===== src/rtl/swdbg_pkg.sv =====
// Constants and types shared by the single-wire debug command decoder
package swdbg_pkg;
    // Timing in debug clock cycles (bit-cell values counted from the perceived falling edge), then field bit counts
    localparam logic [8:0] RX_SAMPLE_CYC = 9'h00a;
    localparam logic [8:0] PU_ONE_CYC = 9'h007;
    localparam logic [8:0] LOW_ZERO_CYC = 9'h00d;
    localparam logic [8:0] BIT_MIN_CYC = 9'h00f;
    localparam logic [8:0] SYNC_DET_CYC = 9'h040;
    localparam logic [8:0] SYNC_WAIT_CYC = 9'h010;
    localparam logic [8:0] SYNC_LOW_CYC = 9'h080;
    localparam logic [4:0] DLY_CYC = 5'h10;
    localparam logic [9:0] TMO_CYC = 10'h200;
    localparam logic [4:0] BYTE_BITS = 5'h08;
    localparam logic [4:0] WORD_BITS = 5'h10;
    // Status/control byte
    localparam int PERMIT_BIT = 7;
    localparam logic [7:0] CTL_RST = 8'h00;
    localparam logic [7:0] CTL_WR_MASK = 8'hbf;
    localparam logic [7:0] CTL_HALT_MASK = 8'h3f;
    // Command codes
    localparam logic [7:0] CMD_ACK_ON = 8'hd5;
    localparam logic [7:0] CMD_ACK_OFF = 8'hd6;
    localparam logic [7:0] CMD_BACKGROUND = 8'h90;
    localparam logic [7:0] CMD_STAT_FETCH = 8'he4;
    localparam logic [7:0] CMD_CTRL_STORE = 8'hc4;
    localparam logic [7:0] CMD_MEM_FETCH = 8'he0;
    localparam logic [7:0] CMD_MEM_FETCH_FLAGS = 8'he1;
    localparam logic [7:0] CMD_LAST_FETCH_FLAGS = 8'he8;
    localparam logic [7:0] CMD_MEM_STORE = 8'hc0;
    localparam logic [7:0] CMD_MEM_STORE_FLAGS = 8'hc1;
    localparam logic [7:0] CMD_MATCH_FETCH = 8'he2;
    localparam logic [7:0] CMD_MATCH_STORE = 8'hc2;
    localparam logic [7:0] CMD_RESUME = 8'h08;
    localparam logic [7:0] CMD_SINGLE_STEP = 8'h10;
    localparam logic [7:0] CMD_RESUME_TAGGED = 8'h18;
    localparam logic [7:0] CMD_ACC_FETCH = 8'h68;
    localparam logic [7:0] CMD_FLAGS_FETCH = 8'h69;
    localparam logic [7:0] CMD_PC_FETCH = 8'h6b;
    localparam logic [7:0] CMD_INDEX_FETCH = 8'h6c;
    localparam logic [7:0] CMD_STACK_PTR_FETCH = 8'h6f;
    localparam logic [7:0] CMD_INDEX_STEP_FETCH = 8'h70;
    localparam logic [7:0] CMD_INDEX_STEP_FETCH_FLAGS = 8'h71;
    localparam logic [7:0] CMD_ACC_STORE = 8'h48;
    localparam logic [7:0] CMD_FLAGS_STORE = 8'h49;
    localparam logic [7:0] CMD_PC_STORE = 8'h4b;
    localparam logic [7:0] CMD_INDEX_STORE = 8'h4c;
    localparam logic [7:0] CMD_STACK_PTR_STORE = 8'h4f;
    localparam logic [7:0] CMD_INDEX_STEP_STORE = 8'h50;
    localparam logic [7:0] CMD_INDEX_STEP_STORE_FLAGS = 8'h51;

    typedef enum logic [2:0] {PH_CMD, PH_ADR, PH_WD, PH_DLY, PH_SS, PH_RD} swdbg_ph_t;
    typedef enum logic [2:0] {
        LN_WAIT, LN_BIT, LN_SYNC_HI, LN_SYNC_DLY, LN_SYNC_LO, LN_SYNC_PU
    } swdbg_ln_t;
    typedef enum logic [2:0] {RS_ACC, RS_FLAGS, RS_PC, RS_IX, RS_SP} swdbg_rsel_t;
    // Field layout of a command: wd/rd are 0 none, 1 byte, 2 word
    typedef struct packed {
        logic ok;
        logic abm;
        logic adr;
        logic [1:0] wd;
        logic dly;
        logic ss;
        logic [1:0] rd;
    } swdbg_fmt_t;
    typedef struct packed {
        logic [7:0] acc;
        logic [7:0] flags;
        logic [15:0] pc;
        logic [15:0] ix;
        logic [15:0] sp;
    } swdbg_cpu_t;
    typedef struct packed {
        logic req;
        logic we;
        logic [15:0] addr;
        logic [7:0] wdata;
    } swdbg_mem_t;
    typedef struct packed {
        logic we;
        swdbg_rsel_t sel;
        logic [15:0] data;
    } swdbg_regwr_t;
endpackage : swdbg_pkg


===== src/rtl/swdbg_core.sv =====
// Single-wire debug command decoder: bit engine, sync response and command sequencer
`timescale 1ns/1ps

module swdbg_core (
    // Clock and reset
    input wire logic CLK,
    input wire logic SYS_RST,
    // Debug wire pin
    input wire logic DBG_WIRE_I,
    output logic DBG_WIRE_O,
    output logic DBG_WIRE_OE_N,
    // CPU state and execution control
    input wire logic CPU_HALTED,
    input wire swdbg_pkg::swdbg_cpu_t CPU_REGS,
    output swdbg_pkg::swdbg_regwr_t REG_WR,
    output logic HALT_REQ,
    output logic RESUME,
    output logic STEP,
    // Memory access, read data sampled in the same cycle as the request
    input wire logic [7:0] MEM_RDATA,
    output swdbg_pkg::swdbg_mem_t MEM,
    // Debug configuration
    output logic [7:0] STATUS_CTL,
    output logic [15:0] BKPT_MATCH,
    output logic ACK_EN
);
    import swdbg_pkg::*;

    swdbg_ln_t ln_r, ln_nxt;
    swdbg_ph_t ph_r, ph_nxt;
    swdbg_fmt_t fmt_r, fmt_nxt;
    swdbg_mem_t mem_r, mem_nxt;
    swdbg_regwr_t rw_r, rw_nxt;
    logic [8:0] cyc_r, cyc_nxt;
    logic [9:0] tmo_r, tmo_nxt;
    logic [4:0] nb_r, nb_nxt;
    logic [4:0] dc_r, dc_nxt;
    logic [15:0] sh_r, sh_nxt;
    logic [15:0] adr_r, adr_nxt;
    logic [15:0] last_r, last_nxt;
    logic [15:0] bkpt_r, bkpt_nxt;
    logic [7:0] cmd_r, cmd_nxt;
    logic [7:0] rd_r, rd_nxt;
    logic [7:0] ctl_r, ctl_nxt;
    logic din_q_r, hlt_q_r, exe_r, exe_nxt, rdv_r, rdv_nxt, ack_r, ack_nxt;
    logic halt_r, halt_nxt, res_r, res_nxt, stp_r, stp_nxt;
    logic o_r, o_nxt, oen_r, oen_nxt;

    // Packed as {ok, halted only, address}, write size, {delay, status}, read size
    function automatic swdbg_fmt_t swdbg_decode(input logic [7:0] code);
        unique case (code)
            CMD_ACK_ON, CMD_ACK_OFF, CMD_BACKGROUND: return {3'h4, 2'h0, 2'h2, 2'h0};
            CMD_STAT_FETCH: return {3'h4, 2'h0, 2'h0, 2'h1};
            CMD_CTRL_STORE: return {3'h4, 2'h1, 2'h0, 2'h0};
            CMD_MEM_FETCH: return {3'h5, 2'h0, 2'h2, 2'h1};
            CMD_MEM_FETCH_FLAGS: return {3'h5, 2'h0, 2'h3, 2'h1};
            CMD_LAST_FETCH_FLAGS: return {3'h4, 2'h0, 2'h1, 2'h1};
            CMD_MEM_STORE: return {3'h5, 2'h1, 2'h2, 2'h0};
            CMD_MEM_STORE_FLAGS: return {3'h5, 2'h1, 2'h3, 2'h0};
            CMD_MATCH_FETCH: return {3'h4, 2'h0, 2'h0, 2'h2};
            CMD_MATCH_STORE: return {3'h4, 2'h2, 2'h0, 2'h0};
            CMD_RESUME, CMD_SINGLE_STEP, CMD_RESUME_TAGGED: return {3'h6, 2'h0, 2'h2, 2'h0};
            CMD_ACC_FETCH, CMD_FLAGS_FETCH, CMD_INDEX_STEP_FETCH: return {3'h6, 2'h0, 2'h2, 2'h1};
            CMD_INDEX_STEP_FETCH_FLAGS: return {3'h6, 2'h0, 2'h3, 2'h1};
            CMD_PC_FETCH, CMD_INDEX_FETCH, CMD_STACK_PTR_FETCH: return {3'h6, 2'h0, 2'h2, 2'h2};
            CMD_ACC_STORE, CMD_FLAGS_STORE, CMD_INDEX_STEP_STORE: return {3'h6, 2'h1, 2'h2, 2'h0};
            CMD_INDEX_STEP_STORE_FLAGS: return {3'h6, 2'h1, 2'h3, 2'h0};
            CMD_PC_STORE, CMD_INDEX_STORE, CMD_STACK_PTR_STORE: return {3'h6, 2'h2, 2'h2, 2'h0};
            default: return '0;
        endcase
    endfunction : swdbg_decode

    // Phases run in the fixed order code, address, write, delay, status, read
    function automatic swdbg_ph_t swdbg_next(input swdbg_fmt_t f, input swdbg_ph_t ph);
        swdbg_ph_t n;
        n = PH_CMD;
        if (f.rd != 2'h0 && ph != PH_RD) n = PH_RD;
        if (f.ss && ph != PH_SS && ph != PH_RD) n = PH_SS;
        if (f.dly && (ph == PH_CMD || ph == PH_ADR || ph == PH_WD)) n = PH_DLY;
        if (f.wd != 2'h0 && (ph == PH_CMD || ph == PH_ADR)) n = PH_WD;
        if (f.adr && ph == PH_CMD) n = PH_ADR;
        return n;
    endfunction : swdbg_next

    always_comb begin
        swdbg_fmt_t f;
        logic [7:0] c;
        logic [7:0] stat;
        logic [15:0] av;
        logic [15:0] wv;
        logic [15:0] ix1;
        logic e, edge_s, rx, tx, done, fin, abort;
        ln_nxt = ln_r;
        ph_nxt = ph_r;
        fmt_nxt = fmt_r;
        cyc_nxt = cyc_r;
        nb_nxt = nb_r;
        dc_nxt = dc_r;
        sh_nxt = sh_r;
        adr_nxt = adr_r;
        last_nxt = last_r;
        bkpt_nxt = bkpt_r;
        cmd_nxt = cmd_r;
        ctl_nxt = ctl_r;
        exe_nxt = exe_r;
        ack_nxt = ack_r;
        mem_nxt = mem_r;
        mem_nxt.req = 1'b0;
        rw_nxt = rw_r;
        rw_nxt.we = 1'b0;
        halt_nxt = 1'b0;
        res_nxt = 1'b0;
        stp_nxt = 1'b0;
        rdv_nxt = 1'b0;
        rd_nxt = rdv_r ? MEM_RDATA : rd_r;
        o_nxt = 1'b1;
        oen_nxt = 1'b1;
        done = 1'b0;
        fin = 1'b0;
        abort = 1'b0;
        f = (ph_r == PH_CMD) ? swdbg_decode(sh_r[7:0]) : fmt_r;
        c = (ph_r == PH_CMD) ? sh_r[7:0] : cmd_r;
        e = ((ph_r == PH_CMD) ? f.ok : exe_r) && (!f.abm || CPU_HALTED);
        stat = {ctl_r[PERMIT_BIT], CPU_HALTED, ctl_r[5:0]};
        av = (ph_r == PH_ADR) ? sh_r : adr_r;
        wv = (ph_r == PH_WD) ? sh_r : adr_r;
        ix1 = CPU_REGS.ix + 16'h0001;
        rx = (ph_r == PH_CMD) || (ph_r == PH_ADR) || (ph_r == PH_WD);
        tx = (ph_r == PH_SS) || (ph_r == PH_RD);
        edge_s = din_q_r && !DBG_WIRE_I;
        tmo_nxt = (tmo_r == TMO_CYC) ? tmo_r : tmo_r + 10'h001;

        unique case (ln_r)
            LN_WAIT: begin
                if (edge_s) begin
                    ln_nxt = LN_BIT;
                    cyc_nxt = 9'h001;
                    tmo_nxt = 10'h000;
                end else if (tmo_r == TMO_CYC - 10'h001 && (ph_r != PH_CMD || nb_r != BYTE_BITS)) begin
                    abort = 1'b1;
                end
            end
            LN_BIT: begin
                cyc_nxt = cyc_r + 9'h001;
                if (rx && cyc_r == RX_SAMPLE_CYC) begin
                    sh_nxt = {sh_r[14:0], DBG_WIRE_I};
                end
                if (!DBG_WIRE_I && cyc_r == SYNC_DET_CYC) begin
                    ln_nxt = LN_SYNC_HI;
                    abort = 1'b1;
                end else if (DBG_WIRE_I && cyc_r >= BIT_MIN_CYC) begin
                    ln_nxt = LN_WAIT;
                    done = 1'b1;
                end
            end
            LN_SYNC_HI: begin
                if (DBG_WIRE_I) begin
                    ln_nxt = LN_SYNC_DLY;
                    cyc_nxt = 9'h000;
                end
            end
            LN_SYNC_DLY: begin
                cyc_nxt = cyc_r + 9'h001;
                if (cyc_r == SYNC_WAIT_CYC - 9'h001) begin
                    ln_nxt = LN_SYNC_LO;
                    cyc_nxt = 9'h000;
                end
            end
            LN_SYNC_LO: begin
                cyc_nxt = cyc_r + 9'h001;
                if (cyc_r == SYNC_LOW_CYC - 9'h001) begin
                    ln_nxt = LN_SYNC_PU;
                end
            end
            LN_SYNC_PU: ln_nxt = LN_WAIT;
        endcase

        if (done && ph_r != PH_DLY) begin
            if (tx) begin
                sh_nxt = {sh_r[14:0], 1'b0};
            end
            nb_nxt = nb_r - 5'h01;
            fin = (nb_r == 5'h01);
        end
        if (ph_r == PH_DLY) begin
            dc_nxt = dc_r + 5'h01;
            fin = (dc_r == DLY_CYC - 5'h01);
        end

        if (fin) begin
            unique case (ph_r)
                PH_CMD: begin
                    fmt_nxt = f;
                    cmd_nxt = c;
                    exe_nxt = e;
                    if (e && c == CMD_LAST_FETCH_FLAGS) begin
                        mem_nxt = '{req: 1'b1, we: 1'b0, addr: last_r, wdata: mem_r.wdata};
                        rdv_nxt = 1'b1;
                    end
                end
                PH_ADR: adr_nxt = sh_r;
                PH_WD: begin
                    adr_nxt = av;
                    if (c == CMD_CTRL_STORE) begin
                        ctl_nxt = (sh_r[7:0] & (CPU_HALTED ? CTL_HALT_MASK : CTL_WR_MASK))
                            | (ctl_r & ~(CPU_HALTED ? CTL_HALT_MASK : CTL_WR_MASK));
                    end
                    if (c == CMD_MATCH_STORE) begin
                        bkpt_nxt = sh_r;
                    end
                end
                default: ;
            endcase
            ph_nxt = swdbg_next(f, ph_r);
            unique case (ph_nxt)
                PH_CMD: nb_nxt = BYTE_BITS;
                PH_ADR: nb_nxt = WORD_BITS;
                PH_WD: nb_nxt = (f.wd == 2'd2) ? WORD_BITS : BYTE_BITS;
                PH_SS: begin
                    nb_nxt = BYTE_BITS;
                    sh_nxt = {stat, 8'h00};
                end
                PH_RD: begin
                    nb_nxt = (f.rd == 2'd2) ? WORD_BITS : BYTE_BITS;
                    unique case (c)
                        CMD_STAT_FETCH: sh_nxt = {stat, 8'h00};
                        CMD_MATCH_FETCH: sh_nxt = bkpt_r;
                        CMD_ACC_FETCH: sh_nxt = {CPU_REGS.acc, 8'h00};
                        CMD_FLAGS_FETCH: sh_nxt = {CPU_REGS.flags, 8'h00};
                        CMD_PC_FETCH: sh_nxt = CPU_REGS.pc;
                        CMD_INDEX_FETCH: sh_nxt = CPU_REGS.ix;
                        CMD_STACK_PTR_FETCH: sh_nxt = CPU_REGS.sp;
                        default: sh_nxt = {rd_r, 8'h00};
                    endcase
                end
                PH_DLY: begin
                    dc_nxt = 5'h00;
                    if (e) begin
                        unique case (c)
                            CMD_BACKGROUND: halt_nxt = ctl_r[PERMIT_BIT];
                            CMD_ACK_ON: ack_nxt = 1'b1;
                            CMD_ACK_OFF: ack_nxt = 1'b0;
                            CMD_RESUME, CMD_RESUME_TAGGED: res_nxt = 1'b1;
                            CMD_SINGLE_STEP: stp_nxt = 1'b1;
                            CMD_MEM_FETCH, CMD_MEM_FETCH_FLAGS: begin
                                mem_nxt = '{req: 1'b1, we: 1'b0, addr: av, wdata: mem_r.wdata};
                                last_nxt = av;
                                rdv_nxt = 1'b1;
                            end
                            CMD_MEM_STORE, CMD_MEM_STORE_FLAGS: begin
                                mem_nxt = '{req: 1'b1, we: 1'b1, addr: av, wdata: sh_r[7:0]};
                            end
                            CMD_ACC_STORE: rw_nxt = '{we: 1'b1, sel: RS_ACC, data: wv};
                            CMD_FLAGS_STORE: rw_nxt = '{we: 1'b1, sel: RS_FLAGS, data: wv};
                            CMD_PC_STORE: rw_nxt = '{we: 1'b1, sel: RS_PC, data: wv};
                            CMD_INDEX_STORE: rw_nxt = '{we: 1'b1, sel: RS_IX, data: wv};
                            CMD_STACK_PTR_STORE: rw_nxt = '{we: 1'b1, sel: RS_SP, data: wv};
                            CMD_INDEX_STEP_FETCH, CMD_INDEX_STEP_FETCH_FLAGS: begin
                                rw_nxt = '{we: 1'b1, sel: RS_IX, data: ix1};
                                mem_nxt = '{req: 1'b1, we: 1'b0, addr: ix1, wdata: mem_r.wdata};
                                rdv_nxt = 1'b1;
                            end
                            CMD_INDEX_STEP_STORE, CMD_INDEX_STEP_STORE_FLAGS: begin
                                rw_nxt = '{we: 1'b1, sel: RS_IX, data: ix1};
                                mem_nxt = '{req: 1'b1, we: 1'b1, addr: ix1, wdata: sh_r[7:0]};
                            end
                            default: ;
                        endcase
                    end
                end
            endcase
        end

        if (abort) begin
            ph_nxt = PH_CMD;
            nb_nxt = BYTE_BITS;
        end

        // Drive only inside a target-to-host bit or the sync reply; else leave to pullup
        if (ln_nxt == LN_BIT && tx) begin
            if (!sh_r[15] && cyc_nxt <= LOW_ZERO_CYC) begin
                oen_nxt = 1'b0;
                o_nxt = 1'b0;
            end else if (cyc_nxt == (sh_r[15] ? PU_ONE_CYC : LOW_ZERO_CYC + 9'h001)) begin
                oen_nxt = 1'b0;
            end
        end
        if (ln_nxt == LN_SYNC_LO) begin
            oen_nxt = 1'b0;
            o_nxt = 1'b0;
        end
        if (ln_nxt == LN_SYNC_PU) begin
            oen_nxt = 1'b0;
        end
    end

    always_ff @(posedge CLK or posedge SYS_RST) begin
        if (SYS_RST) begin
            ln_r <= LN_WAIT;
            ph_r <= PH_CMD;
            fmt_r <= '0;
            mem_r <= '0;
            rw_r <= '{we: 1'b0, sel: RS_ACC, data: 16'h0000};
            cyc_r <= 9'h000;
            tmo_r <= 10'h000;
            nb_r <= BYTE_BITS;
            dc_r <= 5'h00;
            sh_r <= 16'h0000;
            adr_r <= 16'h0000;
            last_r <= 16'h0000;
            bkpt_r <= 16'h0000;
            cmd_r <= 8'h00;
            rd_r <= 8'h00;
            ctl_r <= CTL_RST;
            din_q_r <= 1'b1;
            hlt_q_r <= 1'b0;
            exe_r <= 1'b0;
            rdv_r <= 1'b0;
            ack_r <= 1'b0;
            halt_r <= 1'b0;
            res_r <= 1'b0;
            stp_r <= 1'b0;
            o_r <= 1'b1;
            oen_r <= 1'b1;
        end else begin
            ln_r <= ln_nxt;
            ph_r <= ph_nxt;
            fmt_r <= fmt_nxt;
            mem_r <= mem_nxt;
            rw_r <= rw_nxt;
            cyc_r <= cyc_nxt;
            tmo_r <= tmo_nxt;
            nb_r <= nb_nxt;
            dc_r <= dc_nxt;
            sh_r <= sh_nxt;
            adr_r <= adr_nxt;
            last_r <= last_nxt;
            bkpt_r <= bkpt_nxt;
            cmd_r <= cmd_nxt;
            rd_r <= rd_nxt;
            ctl_r <= ctl_nxt;
            din_q_r <= DBG_WIRE_I;
            hlt_q_r <= CPU_HALTED;
            exe_r <= exe_nxt;
            rdv_r <= rdv_nxt;
            ack_r <= ack_nxt;
            halt_r <= halt_nxt;
            res_r <= res_nxt;
            stp_r <= stp_nxt;
            o_r <= o_nxt;
            oen_r <= oen_nxt;
        end
    end

    assign DBG_WIRE_O = o_r;
    assign DBG_WIRE_OE_N = oen_r;
    assign REG_WR = rw_r;
    assign HALT_REQ = halt_r;
    assign RESUME = res_r;
    assign STEP = stp_r;
    assign MEM = mem_r;
    // Port copy of the halted bit lags one cycle so the port comes from a flop
    assign STATUS_CTL = {ctl_r[PERMIT_BIT], hlt_q_r, ctl_r[5:0]};
    assign BKPT_MATCH = bkpt_r;
    assign ACK_EN = ack_r;

    AST_SYNC_WAIT: assert property (@(posedge CLK) disable iff (SYS_RST)
        (ln_r == LN_SYNC_DLY && $past(ln_r) == LN_SYNC_HI) |-> ##16 (ln_r == LN_SYNC_LO))
        else $error("sync reply did not wait 16 cycles");
    AST_SYNC_LOW: assert property (@(posedge CLK) disable iff (SYS_RST)
        (ln_r == LN_SYNC_LO && $past(ln_r) != LN_SYNC_LO)
            |-> ##128 (ln_r == LN_SYNC_PU && !DBG_WIRE_OE_N && DBG_WIRE_O) ##1 DBG_WIRE_OE_N)
        else $error("sync low pulse not 128 cycles then one-cycle pulse");
    AST_SYNC_DRIVE: assert property (@(posedge CLK) disable iff (SYS_RST)
        (ln_r == LN_SYNC_LO) |-> (!DBG_WIRE_OE_N && !DBG_WIRE_O))
        else $error("sync low not driven");
    AST_RX_SAMPLE: assert property (@(posedge CLK) disable iff (SYS_RST)
        (ln_r == LN_WAIT && din_q_r && !DBG_WIRE_I && ph_r == PH_ADR)
            |-> ##11 (sh_r[15:1] == $past(sh_r[14:0], 11) && sh_r[0] == $past(DBG_WIRE_I)))
        else $error("host bit not sampled ten cycles after the edge");
    AST_TX_BIT: assert property (@(posedge CLK) disable iff (SYS_RST)
        (ln_r == LN_BIT && (ph_r == PH_SS || ph_r == PH_RD) && cyc_r == PU_ONE_CYC)
            |-> (!DBG_WIRE_OE_N && DBG_WIRE_O == sh_r[15]))
        else $error("target bit drive wrong at cycle seven");
    AST_TIMEOUT: assert property (@(posedge CLK) disable iff (SYS_RST)
        (ln_r == LN_WAIT && !(din_q_r && !DBG_WIRE_I) && tmo_r == TMO_CYC - 10'h001
            && (ph_r != PH_CMD || nb_r != BYTE_BITS)) |=> (ph_r == PH_CMD && nb_r == BYTE_BITS))
        else $error("command not aborted on timeout");
    AST_DELAY: assert property (@(posedge CLK) disable iff (SYS_RST)
        (ph_r == PH_DLY && $past(ph_r) != PH_DLY) |-> ##15 (ph_r == PH_DLY) ##1 (ph_r != PH_DLY))
        else $error("delay slot not 16 cycles");
    AST_PERMIT: assert property (@(posedge CLK) disable iff (SYS_RST)
        HALT_REQ |-> ($past(ctl_r[PERMIT_BIT]) && $past(cmd_nxt) == CMD_BACKGROUND))
        else $error("background entered without permit");
    AST_HALTED_ONLY: assert property (@(posedge CLK) disable iff (SYS_RST)
        (RESUME || STEP || REG_WR.we) |-> $past(CPU_HALTED))
        else $error("CPU command acted while running");
endmodule : swdbg_core


===== config.mk =====
export PLATFORM = sky130hd
export DESIGN_NAME = swdbg_core
export DESIGN_NICKNAME = d
export VERILOG_FILES = /design/src/rtl/swdbg_pkg.sv /design/src/rtl/swdbg_core.sv
export SDC_FILE = /design/constraint.sdc
export NUM_CORES = 1
export LEC_CHECK = 0
export BUFFER_PORTS_ARGS = -buffer_cell sky130_fd_sc_hd__buf_2
export CAP_MARGIN = 10
export CORE_MARGIN = 2
export CORE_UTILIZATION = 35
export DETAILED_ROUTE_END_ITERATION = 16
export SLEW_MARGIN = 20
export SYNTH_ARGS = -nofsm -noshare
export SYNTH_HDL_FRONTEND = slang
export SYNTH_SLANG_ARGS = --single-unit
export TNS_END_PERCENT = 1

===== constraint.sdc =====
create_clock -name CLK -period 5.3 [get_ports CLK]
set_clock_uncertainty 0.2 [all_clocks]
set_input_delay 0.265 -clock CLK [delete_from_list [all_inputs] [get_ports CLK]]
set_output_delay 0.265 -clock CLK [all_outputs]
set_load 0.05 [all_outputs]

==> summary.md <==
| Metric | Value |
|---|---|
| Leakage | `5.808 nW` |
| WL/cell | `21.42 um` |
| HPWL after detailed placement | `26040 um` |
| Synth area leaders | `dfrtp_1, mux2_2, nand2_1, mux2i_1, nor2_1` |
| Vias | `9639` |
| TritonCTS Buffers | `17` |
| Yosys warns | `0` |
| Cells after Synth | `1136` |
| Worst path top cell family by delay | `simple AND/OR/NAND/NOR gates` |
| DR vias/cell | `5.744` |
| Tightest Hold Check Type | `primary input to flip-flop` |
| Ys flop type | `dfrtp_1` |
| Fin nets | `1350` |
| Seq cells post-synth | `185` |
| Largest net degree at the start of global routing | `178` |
| Starting density of the core | `35.39%` |
| GRT Resource Usage Total | `21.73%` |
| Initial DRC count | `837` |
| Most frequent cells in the layout | `dfrtp_1, buf_2, nand2_1, nor2_1, mux2_2` |
| Post-synth top area share | `40.67%` |
| Vias in the first global route | `9292` |
| Layout area overhead | `15.82%` |
| Slowest cell on crit path | `dfrtp_1` |
| Final Core Density | `40.99%` |
| Die X | `182.4 um` |
| Antenna-violating nets left | `0` |
| Seq/Total Area, Yosys | `41.61%` |
| Buffers on Ports | `151` |
| Yosys cell types | `94` |
| # resized after CTS | `0` |
| Critical Path Max Stage Delay | `0.65 ns` |
| CTS Buffer Depth | `2` |
| Total power | `2.845 mW` |
| RSZ-0062 raised after global routing | `no` |
| Startpoint types | `flip-flop` |
| Gpl congestion | `0.9049` |
| Max Freq | `0.2440 GHz` |
| Worst-path fanout max | `17` |
| Fin. Hold Viols | `0` |
| Post-DP Area | `0.01214 mm^2` |
| Skew-Pair Late Insertion Delay | `0.46 ns` |
| Antenna violations before repair | `0` |
| Final setup fails | `0` |
| Async SR Flop Fraction | `100.0%` |
| Commonest non-fill, non-tap cell in the layout | `dfrtp_1` |
| Worst path cell trace | `buf_4, nor3b_1, o2111ai_2, and4_1, o31ai_4, and2_1, nand2_2, a2111oi_1` |
| CTS tree | `built` |
| Max-slew violations | `0` |
| Num ports | `152` |
| Req. time, crit path | `5.38 ns` |
| Die outline height | `182.4 um` |
| Cell Rows | `65` |
| Tmin final | `4.099 ns` |
| Max cap viols | `0` |
| Syn_nets | `1223` |
| Worst slack, placed | `1.203 ns` |
| Root Buffer | `clkbuf_16` |
| Post-Syn Area | `0.01114 mm^2` |
| Worst path bufs/invs | `1` |
| Hold-fix buffers, CTS | `17` |
| Worst-Margin Slew | `1.121 ns` |
| Core area | `0.03147 mm^2` |
| Peak VDD IR | `0.2501 mV` |
| Area leader, netlist | `dfrtp_1` |
| Fraction of layout cells with a size suffix above 1 | `24.92%` |
| Routed wire length | `35940 um` |
| Pwr/cell area | `220.6 mW/mm^2` |
| H-tree Lvls | `4` |
| Die ar. | `0.03327 mm^2` |
| Mean Syn Cell Area | `9.805 um^2` |
| Crit Path Class | `flip-flop to flip-flop` |
| Postcts setup bufs | `0` |
| Crit end category | `flip-flop` |
| Remaining global-route overflow | `0` |
| Clock sink total | `185` |
| Cell area after layout | `0.01290 mm^2` |
| Tcrit/Tclk final | `77.34%` |
| Setup slack after layout | `1.201 ns` |
| Ant. Diodes | `0` |
| Status | `completed` |
| Slew margin rel. | `25.28%` |
| Final routed DRC violation total | `0` |
| Worst EP arrival | `4.18 ns` |
| Pre-Repair DR Iteration Count | `6` |
| Global-route wire length before repair | `55720 um` |
| EDFF count, synth | `0` |
| Sum Neg Setup Slack | `0 ns` |
| Clk slew on worst S/H paths | `0.08 ns` |
[synthesized netlist by cell type, types with 4 or more instances]
cell type / number
o21ai_0: 34
o211ai_1: 4
nor4b_1: 4
nor3b_1: 7
ha_1: 11
mux2i_1: 45
a21oi_1: 45
clkbuf_1: 41
and3_1: 7
o22ai_1: 24
inv_1: 26
and2_1: 15
nor2b_1: 17
or3_1: 5
mux2_2: 67
nand3b_1: 5
a21o_1: 6
dfrtp_1: 181
and4_1: 5
mux2_4: 10
nor2_1: 94
a211oi_1: 5
mux2_1: 22
xor2_1: 23
a31oi_1: 6
o31ai_1: 11
nor4_1: 6
a22o_1: 4
nand4_1: 16
o21a_1: 24
dfstp_2: 4
nand2b_1: 12
nand2_1: 127
a41oi_1: 20
a222oi_1: 24
buf_4: 4
xnor2_1: 9
nand3_1: 32
buf_6: 6
nor3_1: 24
buf_2: 23
[report_power, final]
| group | internal (mW) | total, mW | switching (mW) |
|---|---|---|---|
| clock network | 0.644 | 1.31 | 0.664 |
| registers | 1.42 | 1.42 | 0.00494 |
| logic | 0.0438 | 0.117 | 0.0733 |
[stage by stage]
step / instances / hold slack (ns)
after global routing: 1678 / 0.03697
after floorplan: 1136 / 0.06948
after CTS: 1678 / 0.02139
after global placement: 1629 / 0.01937
after detailed placement: 1629 / 0.01517
final: 1678 / 0.02960
[logic make-up after synthesis]
kind of cell	Yosys count	share of synthesized area [%]
XOR/XNOR	32	2.516
flip-flops	185	41.61
adder cells (fa/ha/maj)	11	1.236
AO/OA/AOI/OAI	247	16.45
multiplexers	144	14.39
AND/OR/NAND/NOR	414	19.24
buffers and inverters	103	4.561
[tightest hold or removal path, delay by kind of cell]
kind	cells	cell delay (ns)
AO/OA/AOI/OAI	1	0.10
buffers and inverters	1	0.10
AND/OR/NAND/NOR	3	0.17
[registers in the layout (all words and copies together), names as in the netlist, 3 cells and up, named ones only]
register	cells
fmt_r	7
last_r	16
cyc_r	9
tmo_r	10
dc_r	5
ln_r	3
rd_r	8
MEM	18
cmd_r	8
adr_r	16
sh_r	16
ctl_r	6
REG_WR	20
ph_r	3
BKPT_MATCH	16
nb_r	5
[path summary, 6_finish.rpt]
path                       slack (ns)                   end  depth (start not counted)                 start
setup / recovery                 1.20      RESUME$_DFF_PP0_                          8     sh_r[0]$_DFF_PP0_
hold / removal                   0.03     sh_r[4]$_DFF_PP0_                          5           CPU_REGS[4]
setup reg to reg                 1.20      RESUME$_DFF_PP0_                          8     sh_r[0]$_DFF_PP0_
hold reg to reg                  0.29  fmt_r[7]$_DFFE_PP0P_                          2  fmt_r[7]$_DFFE_PP0P_
max in group asynchronous        3.52     MEM[25]$_DFF_PP0_                          4               SYS_RST
min in group asynchronous        0.08   rd_r[1]$_DFFE_PP0P_                          3               SYS_RST
[area by class of cell]
cell class,count,area (um^2)
sequential,185,4634
multi-input combinational,848,6007
clock buffer,18,439.2
fill,3043,18570
clock inverter,14,148.9
inverter,26,101.3
tap,402,503.0
timing repair buffer,185,1066
[layer usage]
metal	track usage [%]	up-vias	routed length, um
li1	-	4422	-
met1	32.05	4794	17150
met2	33.21	375	16010
met3	3.373	48	2123
met4	5.645	0	660
met5	0	-	0
Power figures use the tool's default switching activity.
